$ cat config.mk
export PLATFORM = sky130hd
export DESIGN_NAME = passthrough_channel_config
export DESIGN_NICKNAME = d
export VERILOG_FILES = /design/src/addr_translate.v /design/src/bit_len_select.v /design/src/passthrough_channel_config.v
export VERILOG_INCLUDE_DIRS = /design/src
export SDC_FILE = /design/constraint.sdc
export NUM_CORES = 1
export LEC_CHECK = 0
export BUFFER_PORTS_ARGS = -buffer_cell sky130_fd_sc_hd__buf_2
export CAP_MARGIN = 0
export CORE_MARGIN = 3
export CORE_UTILIZATION = 56
export DETAILED_ROUTE_END_ITERATION = 10
export PLACE_DENSITY_LB_ADDON = 0.15
export SLEW_MARGIN = 20
export SYNTH_ARGS = -nofsm -noshare
export SYNTH_HDL_FRONTEND = slang
export SYNTH_SLANG_ARGS = --single-unit
export TNS_END_PERCENT = 30
$ cat constraint.sdc
create_clock -name clk -period 1.95 [get_ports clk]
set_input_delay 0.2925 -clock clk [delete_from_list [all_inputs] [get_ports clk]]
set_output_delay 0.2925 -clock clk [all_outputs]
set_load 0.05 [all_outputs]
$ cat src/ptc_defines.vh
`ifndef PTC_DEFINES_VH
`define PTC_DEFINES_VH

// register addresses
`define ADDR_CH1_LEN_LOW    12'h548
`define ADDR_CH1_LEN_HIGH   12'h549
`define ADDR_CH2_LEN_LOW    12'h54A
`define ADDR_CH2_LEN_HIGH   12'h54B
`define ADDR_CH1_SRC_A      12'h550
`define ADDR_CH1_DST_A      12'h551
`define ADDR_CH1_SRC_B      12'h552
`define ADDR_CH1_DST_B      12'h553
`define ADDR_CH2_SRC_A      12'h554
`define ADDR_CH2_DST_A      12'h555
`define ADDR_CH2_SRC_B      12'h556
`define ADDR_CH2_DST_B      12'h557
`define ADDR_WRITE_GUARD    12'h56E

// reset values
`define RST_LEN_LOW         8'hDC
`define RST_LEN_HIGH        6'h05
`define RST_XLATE           7'h00
`define UNLOCK_VALUE        8'hBB

// bit length unit, picoseconds per count
`define LEN_UNIT_PS         16'h1A0A

`endif

$ cat src/addr_translate.v
// replaces a 7-bit device address when it matches pair a or pair b
module addr_translate (
   // configuration
   input  wire [6:0] match_a,
   input  wire [6:0] replace_a,
   input  wire [6:0] match_b,
   input  wire [6:0] replace_b,
   // transaction address byte
   input  wire [7:0] addr_in,
   output reg  [7:0] addr_out,
   output reg        hit
);
   always @* begin
      // compare address bits only; direction bit kept
      if (addr_in[7:1] == match_a) begin
         addr_out = {replace_a, addr_in[0]};
         hit      = 1'b1;
      end else if (addr_in[7:1] == match_b) begin
         addr_out = {replace_b, addr_in[0]};
         hit      = 1'b1;
      end else begin
         addr_out = addr_in;
         hit      = 1'b0;
      end
   end
endmodule // addr_translate

$ cat src/bit_len_select.v
// chooses the custom or automatic uart bit length of one channel
module bit_len_select (
   input  wire        manual_len_select,
   input  wire [7:0]  custom_len_low,
   input  wire [5:0]  custom_len_high,
   input  wire [13:0] auto_len,
   output wire [13:0] bit_len
);
   assign bit_len = manual_len_select ? {custom_len_high, custom_len_low} : auto_len;
endmodule // bit_len_select

$ cat src/passthrough_channel_config.v
`include "ptc_defines.vh"

// Operation
// - per-channel 14-bit custom length, 6.666 ns units
// - custom length used only with manual flag
// - length resets to low 0xDC, high 0b000101
// - matching address replaced by paired destination
// - two independent pairs A and B per channel
// - each channel translates with its own pairs
// - 7-bit addresses in bits 7:1, reset 0x00
// - port fields writable only while key is 0xBB
// - guarded: local disable, both i2c, both uart enables
// - key resets to unlocking value 0xBB
module passthrough_channel_config (
   // clock and reset
   input  wire        clk,
   input  wire        reset_n,
   // register access port
   input  wire [11:0] reg_addr,
   input  wire        reg_write,
   input  wire [7:0]  reg_wdata,
   output reg  [7:0]  reg_rdata,
   // port control field writes
   input  wire        port_ctrl_write,
   input  wire [4:0]  port_ctrl_wdata,
   output reg         local_ctrl_channel_off,
   output reg         twowire_chan1_on,
   output reg         twowire_chan2_on,
   output reg         uart_chan1_on,
   output reg         uart_chan2_on,
   output wire        port_write_open,
   // uart bit length
   input  wire        chan1_manual_len_select,
   input  wire        chan2_manual_len_select,
   input  wire [13:0] chan1_auto_len,
   input  wire [13:0] chan2_auto_len,
   output reg  [13:0] chan1_bit_len,
   output reg  [13:0] chan2_bit_len,
   // i2c address translation
   input  wire [7:0]  chan1_addr_in,
   input  wire [7:0]  chan2_addr_in,
   output reg  [7:0]  chan1_addr_out,
   output reg  [7:0]  chan2_addr_out,
   output reg         chan1_addr_hit,
   output reg         chan2_addr_hit
);

   // register index codes, one per mapped byte address
   localparam [3:0] SEL_CH1_LEN_LOW  = 4'h0;
   localparam [3:0] SEL_CH1_LEN_HIGH = 4'h1;
   localparam [3:0] SEL_CH2_LEN_LOW  = 4'h2;
   localparam [3:0] SEL_CH2_LEN_HIGH = 4'h3;
   localparam [3:0] SEL_CH1_MATCH_A  = 4'h4;
   localparam [3:0] SEL_CH1_REPL_A   = 4'h5;
   localparam [3:0] SEL_CH1_MATCH_B  = 4'h6;
   localparam [3:0] SEL_CH1_REPL_B   = 4'h7;
   localparam [3:0] SEL_CH2_MATCH_A  = 4'h8;
   localparam [3:0] SEL_CH2_REPL_A   = 4'h9;
   localparam [3:0] SEL_CH2_MATCH_B  = 4'hA;
   localparam [3:0] SEL_CH2_REPL_B   = 4'hB;
   localparam [3:0] SEL_WRITE_GUARD  = 4'hC;
   localparam [3:0] SEL_NONE         = 4'hF;

   // stored configuration
   reg  [7:0]  chan1_custom_len_low;
   reg  [5:0]  chan1_custom_len_high;
   reg  [7:0]  chan2_custom_len_low;
   reg  [5:0]  chan2_custom_len_high;
   reg  [6:0]  chan1_match_addr_a;
   reg  [6:0]  chan1_replace_addr_a;
   reg  [6:0]  chan1_match_addr_b;
   reg  [6:0]  chan1_replace_addr_b;
   reg  [6:0]  chan2_match_addr_a;
   reg  [6:0]  chan2_replace_addr_a;
   reg  [6:0]  chan2_match_addr_b;
   reg  [6:0]  chan2_replace_addr_b;
   reg  [7:0]  port_write_guard;
   wire [13:0] next_chan1_bit_len;
   wire [13:0] next_chan2_bit_len;
   wire [7:0]  next_chan1_addr_out;
   wire [7:0]  next_chan2_addr_out;
   wire        next_chan1_addr_hit;
   wire        next_chan2_addr_hit;
   wire [3:0]  reg_sel;
   reg  [7:0]  next_reg_rdata;

   assign port_write_open = (port_write_guard == `UNLOCK_VALUE);
   assign reg_sel = reg_index(reg_addr);

   // maps a byte address to its register index, shared by writes and reads
   function [3:0] reg_index;
      input [11:0] addr;
      begin
         if (addr == `ADDR_CH1_LEN_LOW) begin
            reg_index = SEL_CH1_LEN_LOW;
         end else if (addr == `ADDR_CH1_LEN_HIGH) begin
            reg_index = SEL_CH1_LEN_HIGH;
         end else if (addr == `ADDR_CH2_LEN_LOW) begin
            reg_index = SEL_CH2_LEN_LOW;
         end else if (addr == `ADDR_CH2_LEN_HIGH) begin
            reg_index = SEL_CH2_LEN_HIGH;
         end else if (addr == `ADDR_CH1_SRC_A) begin
            reg_index = SEL_CH1_MATCH_A;
         end else if (addr == `ADDR_CH1_DST_A) begin
            reg_index = SEL_CH1_REPL_A;
         end else if (addr == `ADDR_CH1_SRC_B) begin
            reg_index = SEL_CH1_MATCH_B;
         end else if (addr == `ADDR_CH1_DST_B) begin
            reg_index = SEL_CH1_REPL_B;
         end else if (addr == `ADDR_CH2_SRC_A) begin
            reg_index = SEL_CH2_MATCH_A;
         end else if (addr == `ADDR_CH2_DST_A) begin
            reg_index = SEL_CH2_REPL_A;
         end else if (addr == `ADDR_CH2_SRC_B) begin
            reg_index = SEL_CH2_MATCH_B;
         end else if (addr == `ADDR_CH2_DST_B) begin
            reg_index = SEL_CH2_REPL_B;
         end else if (addr == `ADDR_WRITE_GUARD) begin
            reg_index = SEL_WRITE_GUARD;
         end else begin
            reg_index = SEL_NONE;
         end
      end
   endfunction

   // translation entry as read back, bit 0 reads zero
   function [7:0] entry_byte;
      input [6:0] entry;
      begin
         entry_byte = {entry, 1'b0};
      end
   endfunction

   // length high part as read back, bits 7:6 read zero
   function [7:0] len_high_byte;
      input [5:0] high;
      begin
         len_high_byte = {2'h0, high};
      end
   endfunction

   // register writes
   always @(posedge clk or negedge reset_n) begin
      if (!reset_n) begin
         chan1_custom_len_low  <= `RST_LEN_LOW;
         chan1_custom_len_high <= `RST_LEN_HIGH;
         chan2_custom_len_low  <= `RST_LEN_LOW;
         chan2_custom_len_high <= `RST_LEN_HIGH;
         chan1_match_addr_a    <= `RST_XLATE;
         chan1_replace_addr_a  <= `RST_XLATE;
         chan1_match_addr_b    <= `RST_XLATE;
         chan1_replace_addr_b  <= `RST_XLATE;
         chan2_match_addr_a    <= `RST_XLATE;
         chan2_replace_addr_a  <= `RST_XLATE;
         chan2_match_addr_b    <= `RST_XLATE;
         chan2_replace_addr_b  <= `RST_XLATE;
         port_write_guard      <= `UNLOCK_VALUE;
      end else if (reg_write) begin
         if (reg_sel == SEL_CH1_LEN_LOW) begin
            chan1_custom_len_low <= reg_wdata;
         end else if (reg_sel == SEL_CH1_LEN_HIGH) begin
            chan1_custom_len_high <= reg_wdata[5:0];
         end else if (reg_sel == SEL_CH2_LEN_LOW) begin
            chan2_custom_len_low <= reg_wdata;
         end else if (reg_sel == SEL_CH2_LEN_HIGH) begin
            chan2_custom_len_high <= reg_wdata[5:0];
         end else if (reg_sel == SEL_CH1_MATCH_A) begin
            chan1_match_addr_a <= reg_wdata[7:1];
         end else if (reg_sel == SEL_CH1_REPL_A) begin
            chan1_replace_addr_a <= reg_wdata[7:1];
         end else if (reg_sel == SEL_CH1_MATCH_B) begin
            chan1_match_addr_b <= reg_wdata[7:1];
         end else if (reg_sel == SEL_CH1_REPL_B) begin
            chan1_replace_addr_b <= reg_wdata[7:1];
         end else if (reg_sel == SEL_CH2_MATCH_A) begin
            chan2_match_addr_a <= reg_wdata[7:1];
         end else if (reg_sel == SEL_CH2_REPL_A) begin
            chan2_replace_addr_a <= reg_wdata[7:1];
         end else if (reg_sel == SEL_CH2_MATCH_B) begin
            chan2_match_addr_b <= reg_wdata[7:1];
         end else if (reg_sel == SEL_CH2_REPL_B) begin
            chan2_replace_addr_b <= reg_wdata[7:1];
         end else if (reg_sel == SEL_WRITE_GUARD) begin
            port_write_guard <= reg_wdata;
         end
      end
   end

   // guarded port control fields, reset enabled except local disable
   always @(posedge clk or negedge reset_n) begin
      if (!reset_n) begin
         local_ctrl_channel_off <= 1'b0;
         twowire_chan1_on       <= 1'b1;
         twowire_chan2_on       <= 1'b1;
         uart_chan1_on          <= 1'b1;
         uart_chan2_on          <= 1'b1;
      end else if (port_ctrl_write && port_write_open) begin
         local_ctrl_channel_off <= port_ctrl_wdata[0];
         twowire_chan1_on       <= port_ctrl_wdata[1];
         twowire_chan2_on       <= port_ctrl_wdata[2];
         uart_chan1_on          <= port_ctrl_wdata[3];
         uart_chan2_on          <= port_ctrl_wdata[4];
      end
   end

   // next read byte, unmapped reads zero
   always @* begin
      if (reg_sel == SEL_CH1_LEN_LOW) begin
         next_reg_rdata = chan1_custom_len_low;
      end else if (reg_sel == SEL_CH1_LEN_HIGH) begin
         next_reg_rdata = len_high_byte(chan1_custom_len_high);
      end else if (reg_sel == SEL_CH2_LEN_LOW) begin
         next_reg_rdata = chan2_custom_len_low;
      end else if (reg_sel == SEL_CH2_LEN_HIGH) begin
         next_reg_rdata = len_high_byte(chan2_custom_len_high);
      end else if (reg_sel == SEL_CH1_MATCH_A) begin
         next_reg_rdata = entry_byte(chan1_match_addr_a);
      end else if (reg_sel == SEL_CH1_REPL_A) begin
         next_reg_rdata = entry_byte(chan1_replace_addr_a);
      end else if (reg_sel == SEL_CH1_MATCH_B) begin
         next_reg_rdata = entry_byte(chan1_match_addr_b);
      end else if (reg_sel == SEL_CH1_REPL_B) begin
         next_reg_rdata = entry_byte(chan1_replace_addr_b);
      end else if (reg_sel == SEL_CH2_MATCH_A) begin
         next_reg_rdata = entry_byte(chan2_match_addr_a);
      end else if (reg_sel == SEL_CH2_REPL_A) begin
         next_reg_rdata = entry_byte(chan2_replace_addr_a);
      end else if (reg_sel == SEL_CH2_MATCH_B) begin
         next_reg_rdata = entry_byte(chan2_match_addr_b);
      end else if (reg_sel == SEL_CH2_REPL_B) begin
         next_reg_rdata = entry_byte(chan2_replace_addr_b);
      end else if (reg_sel == SEL_WRITE_GUARD) begin
         next_reg_rdata = port_write_guard;
      end else begin
         next_reg_rdata = 8'h00;
      end
   end

   // read data leaves from a flop, one cycle after the address
   always @(posedge clk or negedge reset_n) begin
      if (!reset_n) begin
         reg_rdata <= 8'h00;
      end else begin
         reg_rdata <= next_reg_rdata;
      end
   end

   bit_len_select u_len1 (
      .manual_len_select (chan1_manual_len_select),
      .custom_len_low    (chan1_custom_len_low),
      .custom_len_high   (chan1_custom_len_high),
      .auto_len          (chan1_auto_len),
      .bit_len           (next_chan1_bit_len)
   );

   bit_len_select u_len2 (
      .manual_len_select (chan2_manual_len_select),
      .custom_len_low    (chan2_custom_len_low),
      .custom_len_high   (chan2_custom_len_high),
      .auto_len          (chan2_auto_len),
      .bit_len           (next_chan2_bit_len)
   );

   // each channel owns its pairs
   addr_translate u_xl1 (
      .match_a   (chan1_match_addr_a),
      .replace_a (chan1_replace_addr_a),
      .match_b   (chan1_match_addr_b),
      .replace_b (chan1_replace_addr_b),
      .addr_in   (chan1_addr_in),
      .addr_out  (next_chan1_addr_out),
      .hit       (next_chan1_addr_hit)
   );

   addr_translate u_xl2 (
      .match_a   (chan2_match_addr_a),
      .replace_a (chan2_replace_addr_a),
      .match_b   (chan2_match_addr_b),
      .replace_b (chan2_replace_addr_b),
      .addr_in   (chan2_addr_in),
      .addr_out  (next_chan2_addr_out),
      .hit       (next_chan2_addr_hit)
   );

   // registered data outputs
   always @(posedge clk or negedge reset_n) begin
      if (!reset_n) begin
         chan1_bit_len  <= 14'h0000;
         chan2_bit_len  <= 14'h0000;
         chan1_addr_out <= 8'h00;
         chan2_addr_out <= 8'h00;
         chan1_addr_hit <= 1'b0;
         chan2_addr_hit <= 1'b0;
      end else begin
         chan1_bit_len  <= next_chan1_bit_len;
         chan2_bit_len  <= next_chan2_bit_len;
         chan1_addr_out <= next_chan1_addr_out;
         chan2_addr_out <= next_chan2_addr_out;
         chan1_addr_hit <= next_chan1_addr_hit;
         chan2_addr_hit <= next_chan2_addr_hit;
      end
   end

endmodule // passthrough_channel_config

* After elaboration in Yosys (flattened, before gate mapping)
Index checks and enable logic that the tools add are counted. W data, S select, Z words.
Storage, ports and cells: register bits after elaboration 151, input port bits 75, output and inout bits 60, word-level logic and storage cells 118
Operators by class: equality and inequality tests 30, multiplexer cells 36, bitwise logic cells 12, reduce and logical (&&, ||, !) cells 15
Operators by type and width (count):
- $eq A12 B11 Y1 const B | 13
- $mux W8 | 17
- $mux W4 | 8
- $eq A7 B7 Y1 | 4
- $mux W14 | 2
- $eq A4 B4 Y1 const B | 5
- $eq A4 B3 Y1 const B | 4
- $reduce_and A14 Y1 | 1
- $reduce_and A13 Y1 | 1
- $mux W3 | 4
- $not A1 Y1 | 12
- $reduce_and A12 Y1 | 1
- $reduce_and A11 Y1 | 1
- $reduce_and A10 Y1 | 1
- $reduce_and A9 Y1 | 1
- $eq A4 B2 Y1 const B | 2
- $eq A8 B8 Y1 const B | 1
- $reduce_and A8 Y1 | 1
- $reduce_and A7 Y1 | 1
- $reduce_and A6 Y1 | 1
- $reduce_and A5 Y1 | 1
- $eq A4 B1 Y1 const B | 1
- $logic_not A4 Y1 | 1
- $mux W1 | 4
- 5 further kinds | 5

* Logic depth before layout (Yosys ltp)
Gate-level depths: netlist (run 1).
depth after elaboration 28, mapped depth 8, gate-level depth less buffers 6

* Modules after synthesis
Synthesis (run 1) repeated with hierarchy kept, for this count alone.
Unflattened totals: cells, all modules 616, area, all modules 7402.1 µm²
By module, submodules not included:
- passthrough_channel_config | instances 1, cells each 476, area an instance 6323.6 µm², seq. area each 3808.7 µm²
- addr_translate | instances 2, cells each 55, area an instance 370.4 µm², seq. area each 0.0 µm²
- bit_len_select | instances 2, cells each 15, area an instance 168.9 µm², seq. area each 0.0 µm²

* Worst setup path before layout (run 1)
OpenSTA, ideal clock, no wires.
path type register -> register, from reg port_write_guard[0], to reg local_ctrl_channel_off, setup time 0.125 ns, arrival 2.889 ns, required time 1.825 ns, path slack -1.064 ns, stages on the path, launching flop included 5, buffers on the path 0, period minus slack after synthesis 3.014 ns, cell sequence dfstp_2 -> nand4_1 -> nor4_1 -> nand2_1 -> mux2_2
On the way: cells in the longest elaborated chain, start to end 2
Ends and longest elaborated chain:
- start, declared | RTL line passthrough_channel_config.v:77 | reg [7:0] port_write_guard;
- start signal, assigned | RTL line passthrough_channel_config.v:157 | port_write_guard <= `UNLOCK_VALUE;
- start signal, assigned | RTL line passthrough_channel_config.v:184 | port_write_guard <= reg_wdata;
- $eq A8 B8 Y1 (no source line)
- named net port_write_open | RTL line passthrough_channel_config.v:31 | output wire port_write_open,
- $logic_and A1 B1 Y1 | RTL line passthrough_channel_config.v:197 | end else if (port_ctrl_write && port_write_open) begin
- end signal, assigned | RTL line passthrough_channel_config.v:198 | local_ctrl_channel_off <= port_ctrl_wdata[0];
- end, declared | RTL line passthrough_channel_config.v:26 | output reg local_ctrl_channel_off,
The timed path passes the listed nets, and every way through them passes these cells. A chain may end at the register's enable or synchronous reset.

* Worst setup path after layout (run 1)
from reg port_write_guard[5], to out port_write_open
On the way: cells in the longest elaborated chain, start to end 1
Ends and longest elaborated chain (RTL line):
- $eq A8 B8 Y1 (no source line)
- end, declared | passthrough_channel_config.v:31
Every way passes these cells.

==> flow_metrics.env, run 1 <==
export IMPL_p_clk_share_pct=46.5
export IMPL_synth_cell_types=68
export IMPL_hold_viol_final=0
export IMPL_worstPathMaxFanout=3
export IMPL_critical_path_arrival_ns=1.61
export IMPL_grt_total_usage_pct=30.6
export IMPL_synth_cells=577
export IMPL_grt_max_degree=47
export IMPL_power_switching_w=0.00186
export IMPL_drc=0
export IMPL_drive_gt1_share_pct=52.5
export IMPL_vias_per_cell=5.90
export IMPL_fin_skew_ns=0.00684
export IMPL_ys_seq_area_share_pct=51.7
export IMPL_num_rows=41
export IMPL_antenna_found_initial=0
export IMPL_layout_cells_non_filler=959
export IMPL_dpl_hpwl_um=15600
export IMPL_final_area_mm2=0.00937
export IMPL_clock_fmax_mhz=527
export IMPL_grt_setup_unrepaired="false"
export IMPL_vias=5660
export IMPL_gp_congestion=0.955
export IMPL_clock_sinks=151
export IMPL_die_width_um=121
export IMPL_final_period_utilization_pct=97.3
export IMPL_synth_ff_type="dfrtp_1"
export IMPL_clkTransAtPathRegs_ns=0.06
export IMPL_placed_cell_area_mm2=0.00872
export IMPL_period_needed_ns=1.90
export IMPL_nets=849
export IMPL_ant_nets=0
export IMPL_dieArea_mm2=0.0146
export IMPL_cap_violations=0
export IMPL_crit_type="reg2out"
export IMPL_setup_tns_final_ns=0
export IMPL_crit_path_start_kind="register"
export IMPL_dp_cells=924
export IMPL_cts_tree="yes"
export IMPL_grt_pass1_wl_um=33200
export IMPL_ios=135
export IMPL_numCtsBuffers=17
export IMPL_yosys_warnings=0
export IMPL_worstHoldStart="chan2_auto_len[8]"
export IMPL_overflow=0
export IMPL_cts_buffer_depth=2
export IMPL_max_slew_worst_pin_slew_ns=0.495
export IMPL_maxSlewHeadroom_pct=67.0
export IMPL_placeableCoreArea_mm2=0.0127
export IMPL_r2r_worst_path_cells=6
export IMPL_hold_class="in2reg"
export IMPL_synth_area_mm2=0.00736
export IMPL_crit_required_ns=1.66
export IMPL_ir_worst_vdd_mv=0.780
export IMPL_whs_endpoint="chan2_bit_len[8]"
export IMPL_finalSetupViolations=0
export IMPL_power_w=0.00749
export IMPL_wl_um=21400
export IMPL_run_status="finished clean"
export IMPL_firstDrtPassIters=5
export IMPL_swShare_pct=24.8
export IMPL_worst_r2r_setup_slack_ns=0.17
export IMPL_end_kind="output pin"
export IMPL_ys_async_sr_fraction_pct=100
export IMPL_final_common_cell="buf_2"
export IMPL_grt_pass1_vias=5971
export IMPL_synth_seq_cells=151
export IMPL_slowest_stage="dfstp_2"
export IMPL_htree_levels=4
export IMPL_max_stage_delay_ns=0.56
export IMPL_post_cts_buffers=0
export IMPL_holdPathStages=2
export IMPL_final_cell_mix="132 x buf_2, 128 x mux2_2, 127 x dfrtp_1, 67 x buf_4, 31 x nor2_1"
export IMPL_p_seq_share_pct=42.9
export IMPL_hold_slack_ns=0.0909
export IMPL_leakagePower_nw=4.66
export IMPL_power_density_mw_per_mm2=799
export IMPL_syn_to_final_growth_pct=27.3
export IMPL_post_drt_wl_per_cell_um=22.3
export IMPL_pwr_share_comb_pct=10.6
export IMPL_intPower_w=0.00564
export IMPL_die_h_um=121
export IMPL_r2r_end="reg_rdata[3]"
export IMPL_n_fill_cell=907
export IMPL_slew_viol_final=0
export IMPL_clk_latency_ns=0.43
export IMPL_syn_num_nets=652
export IMPL_synth_edf_count=0
export IMPL_drt_iter0_markers=445
export IMPL_buffer_ports_inserted=134
export IMPL_worstPathCellList="nand2_1 -> nor4_4 -> buf_4"
export IMPL_antennaDiodeCount=0
export IMPL_synth_avg_cell_area_um2=12.8
export IMPL_initial_core_util_pct=57.9
export IMPL_cts_root_buf="clkbuf_16"
export IMPL_r2r_start="chan2_replace_addr_b[2]"
[power groups by stage]
stage	Combinational (W)	Clock [W]	Sequential (W)
finish	0.000791	0.00348	0.00322
global route	0.000840	0.00365	0.00322
CTS	0.000794	0.00352	0.00322
detailed placement	0.000784	0	0.00327
global placement	0.000768	0	0.00327
floorplan	0.000226	0	0.00345
[kinds of logic after synthesis]
| family | Yosys count | share of synthesized area, % |
|---|---|---|
| flops | 151 | 51.7 |
| buf+inv | 33 | 1.95 |
| simple gates | 113 | 11.0 |
| mux | 154 | 23.1 |
| xor+xnor | 28 | 3.33 |
| compound gates | 98 | 8.87 |
[synthesized netlist by cell type, types with 6 or more instances]
cell type	count	area, µm²
o21ai_0	16	80.1
nand2_1	18	67.6
a22oi_1	6	45.0
buf_2	10	50.1
nor3_1	7	35.0
xnor2_1	13	114
mux2_2	128	1440
dfrtp_1	127	3180
dfstp_2	24	631
a21oi_1	27	135
clkbuf_1	17	63.8
nor2_1	31	116
a211oi_1	8	60.1
nand2b_1	6	37.5
mux2i_1	25	250
nand3_4	6	105
xor2_1	15	131
[how the worst max path moves through the flow]
stage,from,to,slack (ns)
2_1_floorplan,port_write_guard[0],local_ctrl_channel_off,0.02
3_3_place_gp,reg_addr[7],reg_rdata[6],-0.14
3_5_place_dp,reg_addr[0],reg_rdata[3],-0.20
4_1_cts,port_write_guard[1],port_write_open,0.04
5_1_grt,port_write_guard[1],port_write_open,0.007
6_report,port_write_guard[5],port_write_open,0.05
[routing by layer]
metal	share of wire, %	track usage (%)	wire, µm
met5	0	0	0
met4	3.0	12.5	646
met3	5.8	6.36	1240
met2	50	50.5	10700
met1	41	39.6	8860
[critical path, delay by kind of cell, from the launching register on]
| family | cells | cell delay (ns) |
|---|---|---|
| flip-flops | 1 | 0.56 |
| AND/OR/NAND/NOR | 2 | 0.37 |
| buffers and inverters | 1 | 0.26 |
[registers in the layout (all words and copies together), names as in the netlist, 8 cells and up]
signal / cells
chan1_bit_len: 14
chan2_bit_len: 14
chan1_addr_out: 8
chan1_custom_len_low: 8
chan2_addr_out: 8
chan2_custom_len_low: 8
port_write_guard: 8
reg_rdata: 8
[per-stage QoR]
stage / setup WS, ns / util [%]
after global routing: 0.00655 / 73.7
after global placement: -0.143 / 68.5
after detailed placement: -0.199 / 68.5
after CTS: 0.0373 / 73.7
final: 0.0523 / 73.7
after floorplan: 0.0222 / -
[cell type report]
class	count	area (µm²)	share of cell area [%]
Tap cell	172	215	2.30
Inverter	4	15.0	0.160
Clock inverter	11	173	1.84
Sequential cell	151	3810	40.6
Multi-Input combinational cell	393	3430	36.6
Timing Repair Buffer	207	1280	13.7
Clock buffer	21	450	4.81
[timing repair]
| action | CTS | global route |
|---|---|---|
| hold endpoints to repair | 45 | 0 |
| setup endpoints to repair | 1 | 0 |
| gates resized for setup | 1 | 0 |
| hold buffers | 3 | 0 |
(Power assumes the default switching activity.)
==> run 2, diff against run 1 <==
--- a/config.mk
+++ b/config.mk
@@ -8,10 +8,11 @@
 export LEC_CHECK = 0
 export BUFFER_PORTS_ARGS = -buffer_cell sky130_fd_sc_hd__buf_2
 export CAP_MARGIN = 0
+export CORE_ASPECT_RATIO = 0.7
 export CORE_MARGIN = 3
 export CORE_UTILIZATION = 56
 export DETAILED_ROUTE_END_ITERATION = 10
-export PLACE_DENSITY_LB_ADDON = 0.15
+export PLACE_DENSITY = 0.91
 export SLEW_MARGIN = 20
 export SYNTH_ARGS = -nofsm -noshare
 export SYNTH_HDL_FRONTEND = slang
==> run 2 against run 1 <==
  * Sequential power about the same
  * Setup slack better by 0.013 ns
  * Core utilization down 0.26 points
  * Combinational power down 0.9%
  * Register-to-register slack better by 0.05 ns
  * Highest routed layer unchanged
  * First-iteration DRC count up 44%
  * Maximum frequency up 0.71%
  * Wire length up 0.63%
  * Largest cell class unchanged
  * Final area down 1.0%
  * Flip-flop and latch count unchanged
  * Power down 2.2%
==> flow_metrics.env, run 2 (synthesis gave the netlist of run 1 again) <==
export IMPL_run_status="finished clean"
export IMPL_max_slew_worst_pin_slew_ns=0.613
export IMPL_top_regs="chan1_bit_len (14), chan2_bit_len (14)"
export IMPL_slew_viol_final=0
export IMPL_wl_um=21600
export IMPL_grt_max_degree=66
export IMPL_regArea_mm2=0.00381
export IMPL_clkTransAtPathRegs_ns=0.06
export IMPL_grt_pass1_wl_um=33500
export IMPL_nets=844
export IMPL_maxSlewHeadroom_pct=59.1
export IMPL_clock_sinks=151
export IMPL_highest_layer="met4"
export IMPL_firstDrtPassIters=5
export IMPL_initial_core_util_pct=58.3
export IMPL_dieArea_mm2=0.0146
export IMPL_die_h_um=102
export IMPL_leakagePower_nw=4.62
export IMPL_fin_skew_ns=0.00562
export IMPL_final_cell_mix="132 x buf_2, 128 x mux2_2, 127 x dfrtp_1, 63 x buf_4, 31 x nor2_1"
export IMPL_multi_input_area_mm2=0.00343
export IMPL_r2r_end="chan2_addr_out[2]"
export IMPL_met1Wirelength_um=9410
export IMPL_r2r_start="chan2_match_addr_b[1]"
export IMPL_crit_path_start_kind="register"
export IMPL_numCtsBuffers=17
export IMPL_worst_r2r_setup_slack_ns=0.22
export IMPL_r2r_worst_path_cells=6
export IMPL_buffer_ports_inserted=134
export IMPL_post_cts_buffers=0
export IMPL_antennaDiodeCount=0
export IMPL_routed_wl_met2_um=9840
export IMPL_ios=135
export IMPL_clk_latency_ns=0.43
export IMPL_die_width_um=143
export IMPL_n_fill_cell=854
export IMPL_whs_endpoint="chan1_bit_len[13]"
export IMPL_crit_type="reg2out"
export IMPL_placeableCoreArea_mm2=0.0126
export IMPL_hold_slack_ns=0.0888
export IMPL_drt_iter0_markers=642
export IMPL_setup_tns_final_ns=0
export IMPL_antenna_found_initial=0
export IMPL_final_period_utilization_pct=96.6
export IMPL_vias_per_cell=6.11
export IMPL_critical_path_arrival_ns=1.59
export IMPL_num_rows=34
export IMPL_overflow=0
export IMPL_holdPathStages=2
export IMPL_worstPathMaxFanout=3
export IMPL_hold_viol_final=0
export IMPL_post_drt_wl_per_cell_um=22.8
export IMPL_ant_nets=0
export IMPL_final_common_cell="buf_2"
export IMPL_cts_buffer_depth=2
export IMPL_vias=5770
export IMPL_grt_total_usage_pct=30.5
export IMPL_grt_pass1_vias=5908
export IMPL_cap_violations=0
export IMPL_drc=0
export IMPL_worstHoldStart="chan1_auto_len[13]"
export IMPL_drive_gt1_share_pct=52.3
export IMPL_cts_root_buf="clkbuf_16"
export IMPL_finalSetupViolations=0
export IMPL_power_density_mw_per_mm2=790
export IMPL_syn_to_final_growth_pct=26.0
export IMPL_period_needed_ns=1.88
export IMPL_ir_worst_vdd_mv=0.622
export IMPL_crit_required_ns=1.66
export IMPL_clock_fmax_mhz=531
export IMPL_htree_levels=4
export IMPL_grt_setup_unrepaired="false"
export IMPL_dpl_hpwl_um=15500
export IMPL_cts_tree="yes"
export IMPL_end_kind="output pin"
export IMPL_wl_met3_um=1770
export IMPL_gp_congestion=0.985
export IMPL_hold_class="in2reg"
## run 2: what timing repair did
| action | in CTS | in global routing |
|---|---|---|
| setup endpoints to repair | 0 | 1 |
| endpoints found under the hold margin | 46 | 0 |
| hold buffers | 3 | 0 |
| resized for setup | 0 | 2 |
## run 2: report_power, final
part / internal (W) / leakage (nW) / total, W / switching, W
clock network: 0.00194 / 0.270 / 0.00333 / 0.00139
logic: 0.000257 / 2.39 / 0.000784 / 0.000527
registers: 0.00319 / 1.95 / 0.00322 / 0.0000215
## run 2: worst max-delay path by stage
stage / cells past startpoint / startpoint / slack (ns) / endpoint
CTS: 3 / port_write_guard[4] / 0.005 / port_write_open
floorplan: 4 / port_write_guard[0] / 0.02 / local_ctrl_channel_off
global route: 3 / port_write_guard[5] / 0.01 / port_write_open
detailed placement: 8 / reg_addr[0] / -0.09 / reg_rdata[4]
global placement: 8 / reg_addr[0] / -0.1 / reg_rdata[4]
finish: 3 / port_write_guard[4] / 0.07 / port_write_open
## run 2: stage by stage
stage	worst slack (ns)	instance area [µm²]	utilization, %	std cells	power [W]
CTS	0.00528	9270	73.4	944	0.00733
global placement	-0.0991	8650	68.5	909	0.00402
global route	0.0146	9280	73.4	944	0.00753
finish	0.0657	9280	73.4	944	0.00733
detailed placement	-0.0892	8650	68.5	909	0.00404
floorplan	0.0222	7380	-	577	0.00368
## run 2: layout make-up
cell class / instances / share of cell area (%)
timing repair buffer: 202 / 13.3
sequential: 151 / 41.1
clock inverter: 12 / 1.52
tap: 162 / 2.19
clock buffer: 20 / 4.82
multi-input combinational: 393 / 36.9
inverter: 4 / 0.162
## run 2: critical path, stage by stage, from the launching register on
cell and delay, ns:
dfstp_2 0.56, nand4_1 0.14, nor4_4 0.20, buf_4 0.25
## run 2: per-layer routing
metal	vias up	track usage, %
met4	0	9.93
met2	326	47.0
met5	-	0
met1	2869	43.8
li1	2518	-
met3	57	6.41
==> run 3, diff against run 2 <==
==> constraint.sdc (replaced) <==
create_clock -name clk -period 2 [get_ports clk]
set_input_delay 0.3 -clock clk [delete_from_list [all_inputs] [get_ports clk]]
set_output_delay 0.3 -clock clk [all_outputs]
set_load 0.05 [all_outputs]
==> run 3 against run 2 <==
  * First-iteration DRC count fell by 14%
  * Die area did not move
  * Hold slack improved by 0.013 ns
  * Register-to-register slack barely moved
  * Flip-flop and latch count did not move
  * Non-clock buffer count fell by 5
  * Largest power group is now sequential cells
  * Clock skew rose by 0.0035 ns
  * Critical path depth did not move
  * Clock-buffer cell count did not move
  * Clock power fell by 7.2%
  * Setup slack got worse by 0.042 ns
==> flow_metrics.env, run 3 (synthesis gave the netlist of run 1 again) <==
export IMPL_gp_congestion=0.953
export IMPL_top_regs="chan1_bit_len (14), chan2_bit_len (14)"
export IMPL_grt_pass1_wl_um=34200
export IMPL_hold_viol_final=0
export IMPL_die_width_um=143
export IMPL_cap_violations=0
export IMPL_slew_viol_final=0
export IMPL_crit_path_start_kind="register"
export IMPL_placed_cell_area_mm2=0.00867
export IMPL_overflow=0
export IMPL_power_density_mw_per_mm2=756
export IMPL_wl_um=22100
export IMPL_dieArea_mm2=0.0146
export IMPL_cts_root_buf="clkbuf_16"
export IMPL_end_kind="output pin"
export IMPL_htree_levels=4
export IMPL_cts_buffer_depth=2
export IMPL_clock_sinks=151
export IMPL_worstHoldStart="chan1_auto_len[13]"
export IMPL_drt_iter0_markers=555
export IMPL_finalSetupViolations=0
export IMPL_num_rows=34
export IMPL_placeableCoreArea_mm2=0.0126
export IMPL_run_status="finished clean"
export IMPL_drive_gt1_share_pct=52.0
export IMPL_antenna_found_initial=0
export IMPL_crit_type="reg2out"
export IMPL_grt_total_usage_pct=31.3
export IMPL_n_fill_cell=857
export IMPL_vias=5794
export IMPL_whs_endpoint="chan1_bit_len[13]"
export IMPL_worst_r2r_setup_slack_ns=0.22
export IMPL_clock_fmax_mhz=506
export IMPL_max_slew_worst_pin_slew_ns=0.643
export IMPL_r2r_start="chan1_match_addr_b[5]"
export IMPL_power_w=0.00700
export IMPL_antennaDiodeCount=0
export IMPL_final_area_mm2=0.00926
export IMPL_final_common_cell="buf_2"
export IMPL_clk_latency_ns=0.43
export IMPL_final_cell_mix="132 x buf_2, 128 x mux2_2, 127 x dfrtp_1, 54 x buf_4, 31 x nor2_1"
export IMPL_post_cts_buffers=0
export IMPL_fin_skew_ns=0.00913
export IMPL_critical_path_arrival_ns=1.68
export IMPL_leakagePower_nw=4.60
export IMPL_grt_max_degree=61
export IMPL_buffer_ports_inserted=134
export IMPL_drc=0
export IMPL_r2r_end="chan1_addr_out[4]"
export IMPL_r2r_worst_path_cells=5
export IMPL_grt_pass1_vias=5949
export IMPL_vias_per_cell=6.17
export IMPL_syn_to_final_growth_pct=25.8
export IMPL_final_period_utilization_pct=98.8
export IMPL_ant_nets=0
export IMPL_firstDrtPassIters=5
export IMPL_initial_core_util_pct=58.3
export IMPL_postLayoutCoreUtil_pct=73.3
export IMPL_maxSlewHeadroom_pct=56.8
export IMPL_hold_class="in2reg"
export IMPL_nets=839
export IMPL_dpl_hpwl_um=15900
export IMPL_worstPathMaxFanout=3
export IMPL_cts_tree="yes"
export IMPL_period_needed_ns=1.98
export IMPL_clkTransAtPathRegs_ns=0.07
export IMPL_numCtsBuffers=17
export IMPL_holdPathStages=2
export IMPL_ios=135
export IMPL_post_drt_wl_per_cell_um=23.6
export IMPL_grt_setup_unrepaired="false"
export IMPL_crit_required_ns=1.70
export IMPL_die_h_um=102
export IMPL_ir_worst_vdd_mv=0.636
## run 3: power breakdown
| part | internal [W] | switching (W) | total, W | leakage (nW) |
|---|---|---|---|---|
| registers | 0.00311 | 0.0000214 | 0.00314 | 1.95 |
| logic | 0.000257 | 0.000518 | 0.000774 | 2.38 |
| clock network | 0.00176 | 0.00133 | 0.00309 | 0.260 |
| total | 0.00513 | 0.00187 | 0.00700 | 4.60 |
## run 3: worst max-delay path by stage
stage / depth (start not counted) / start / slack [ns] / to
finish: 3 / port_write_guard[0] / 0.02 / port_write_open
global route: 3 / port_write_guard[0] / 0.0000003 / port_write_open
CTS: 3 / port_write_guard[0] / 0.03 / port_write_open
detailed placement: 6 / reg_addr[7] / -0.06 / chan2_replace_addr_b[0]
global placement: 8 / reg_addr[0] / -0.01 / reg_rdata[4]
floorplan: 4 / port_write_guard[0] / 0.07 / local_ctrl_channel_off
## run 3: area by class of cell
| class | instances | area, µm² | area share [%] |
|---|---|---|---|
| flip-flops and latches | 151 | 3810 | 41.1 |
| multi-input cells | 393 | 3430 | 37.0 |
| repair buffers | 197 | 1250 | 13.5 |
| clock buffers | 20 | 447 | 4.82 |
| well taps | 162 | 203 | 2.19 |
| clock inverters | 12 | 116 | 1.26 |
| inverters | 4 | 15.0 | 0.162 |
## run 3: repair_timing
action                                  in CTS  in global routing
hold buffers                                 3                  0
endpoints found under the setup margin       1                  0
endpoints found under the hold margin       52                  0
gates resized for setup                      1                  0
## run 3: metrics by stage
stage / setup WS [ns] / hold WS [ns] / setup TNS [ns] / std cells
floorplan: 0.0722 / 0.00441 / 0 / 577
global placement: -0.0146 / 0.314 / -0.0146 / 904
detailed placement: -0.0601 / 0.325 / -1.34 / 904
CTS: 0.0283 / 0.0924 / 0 / 939
global route: 0.000000333 / 0.103 / 0 / 939
finish: 0.0232 / 0.102 / 0 / 939
## run 3: layer usage
metal	GRT usage [%]	vias to the layer above	share of wire [%]
met5	0	-	0
met4	9.28	0	2.2
met3	8.28	52	10
met2	48.0	344	46
met1	44.2	2893	42
li1	-	2505	-
## run 3: critical path, cell delays in order, from the launching register on
cell and delay [ns]:
dfstp_2 0.56, nand4_1 0.17, nor4_4 0.26, buf_4 0.26
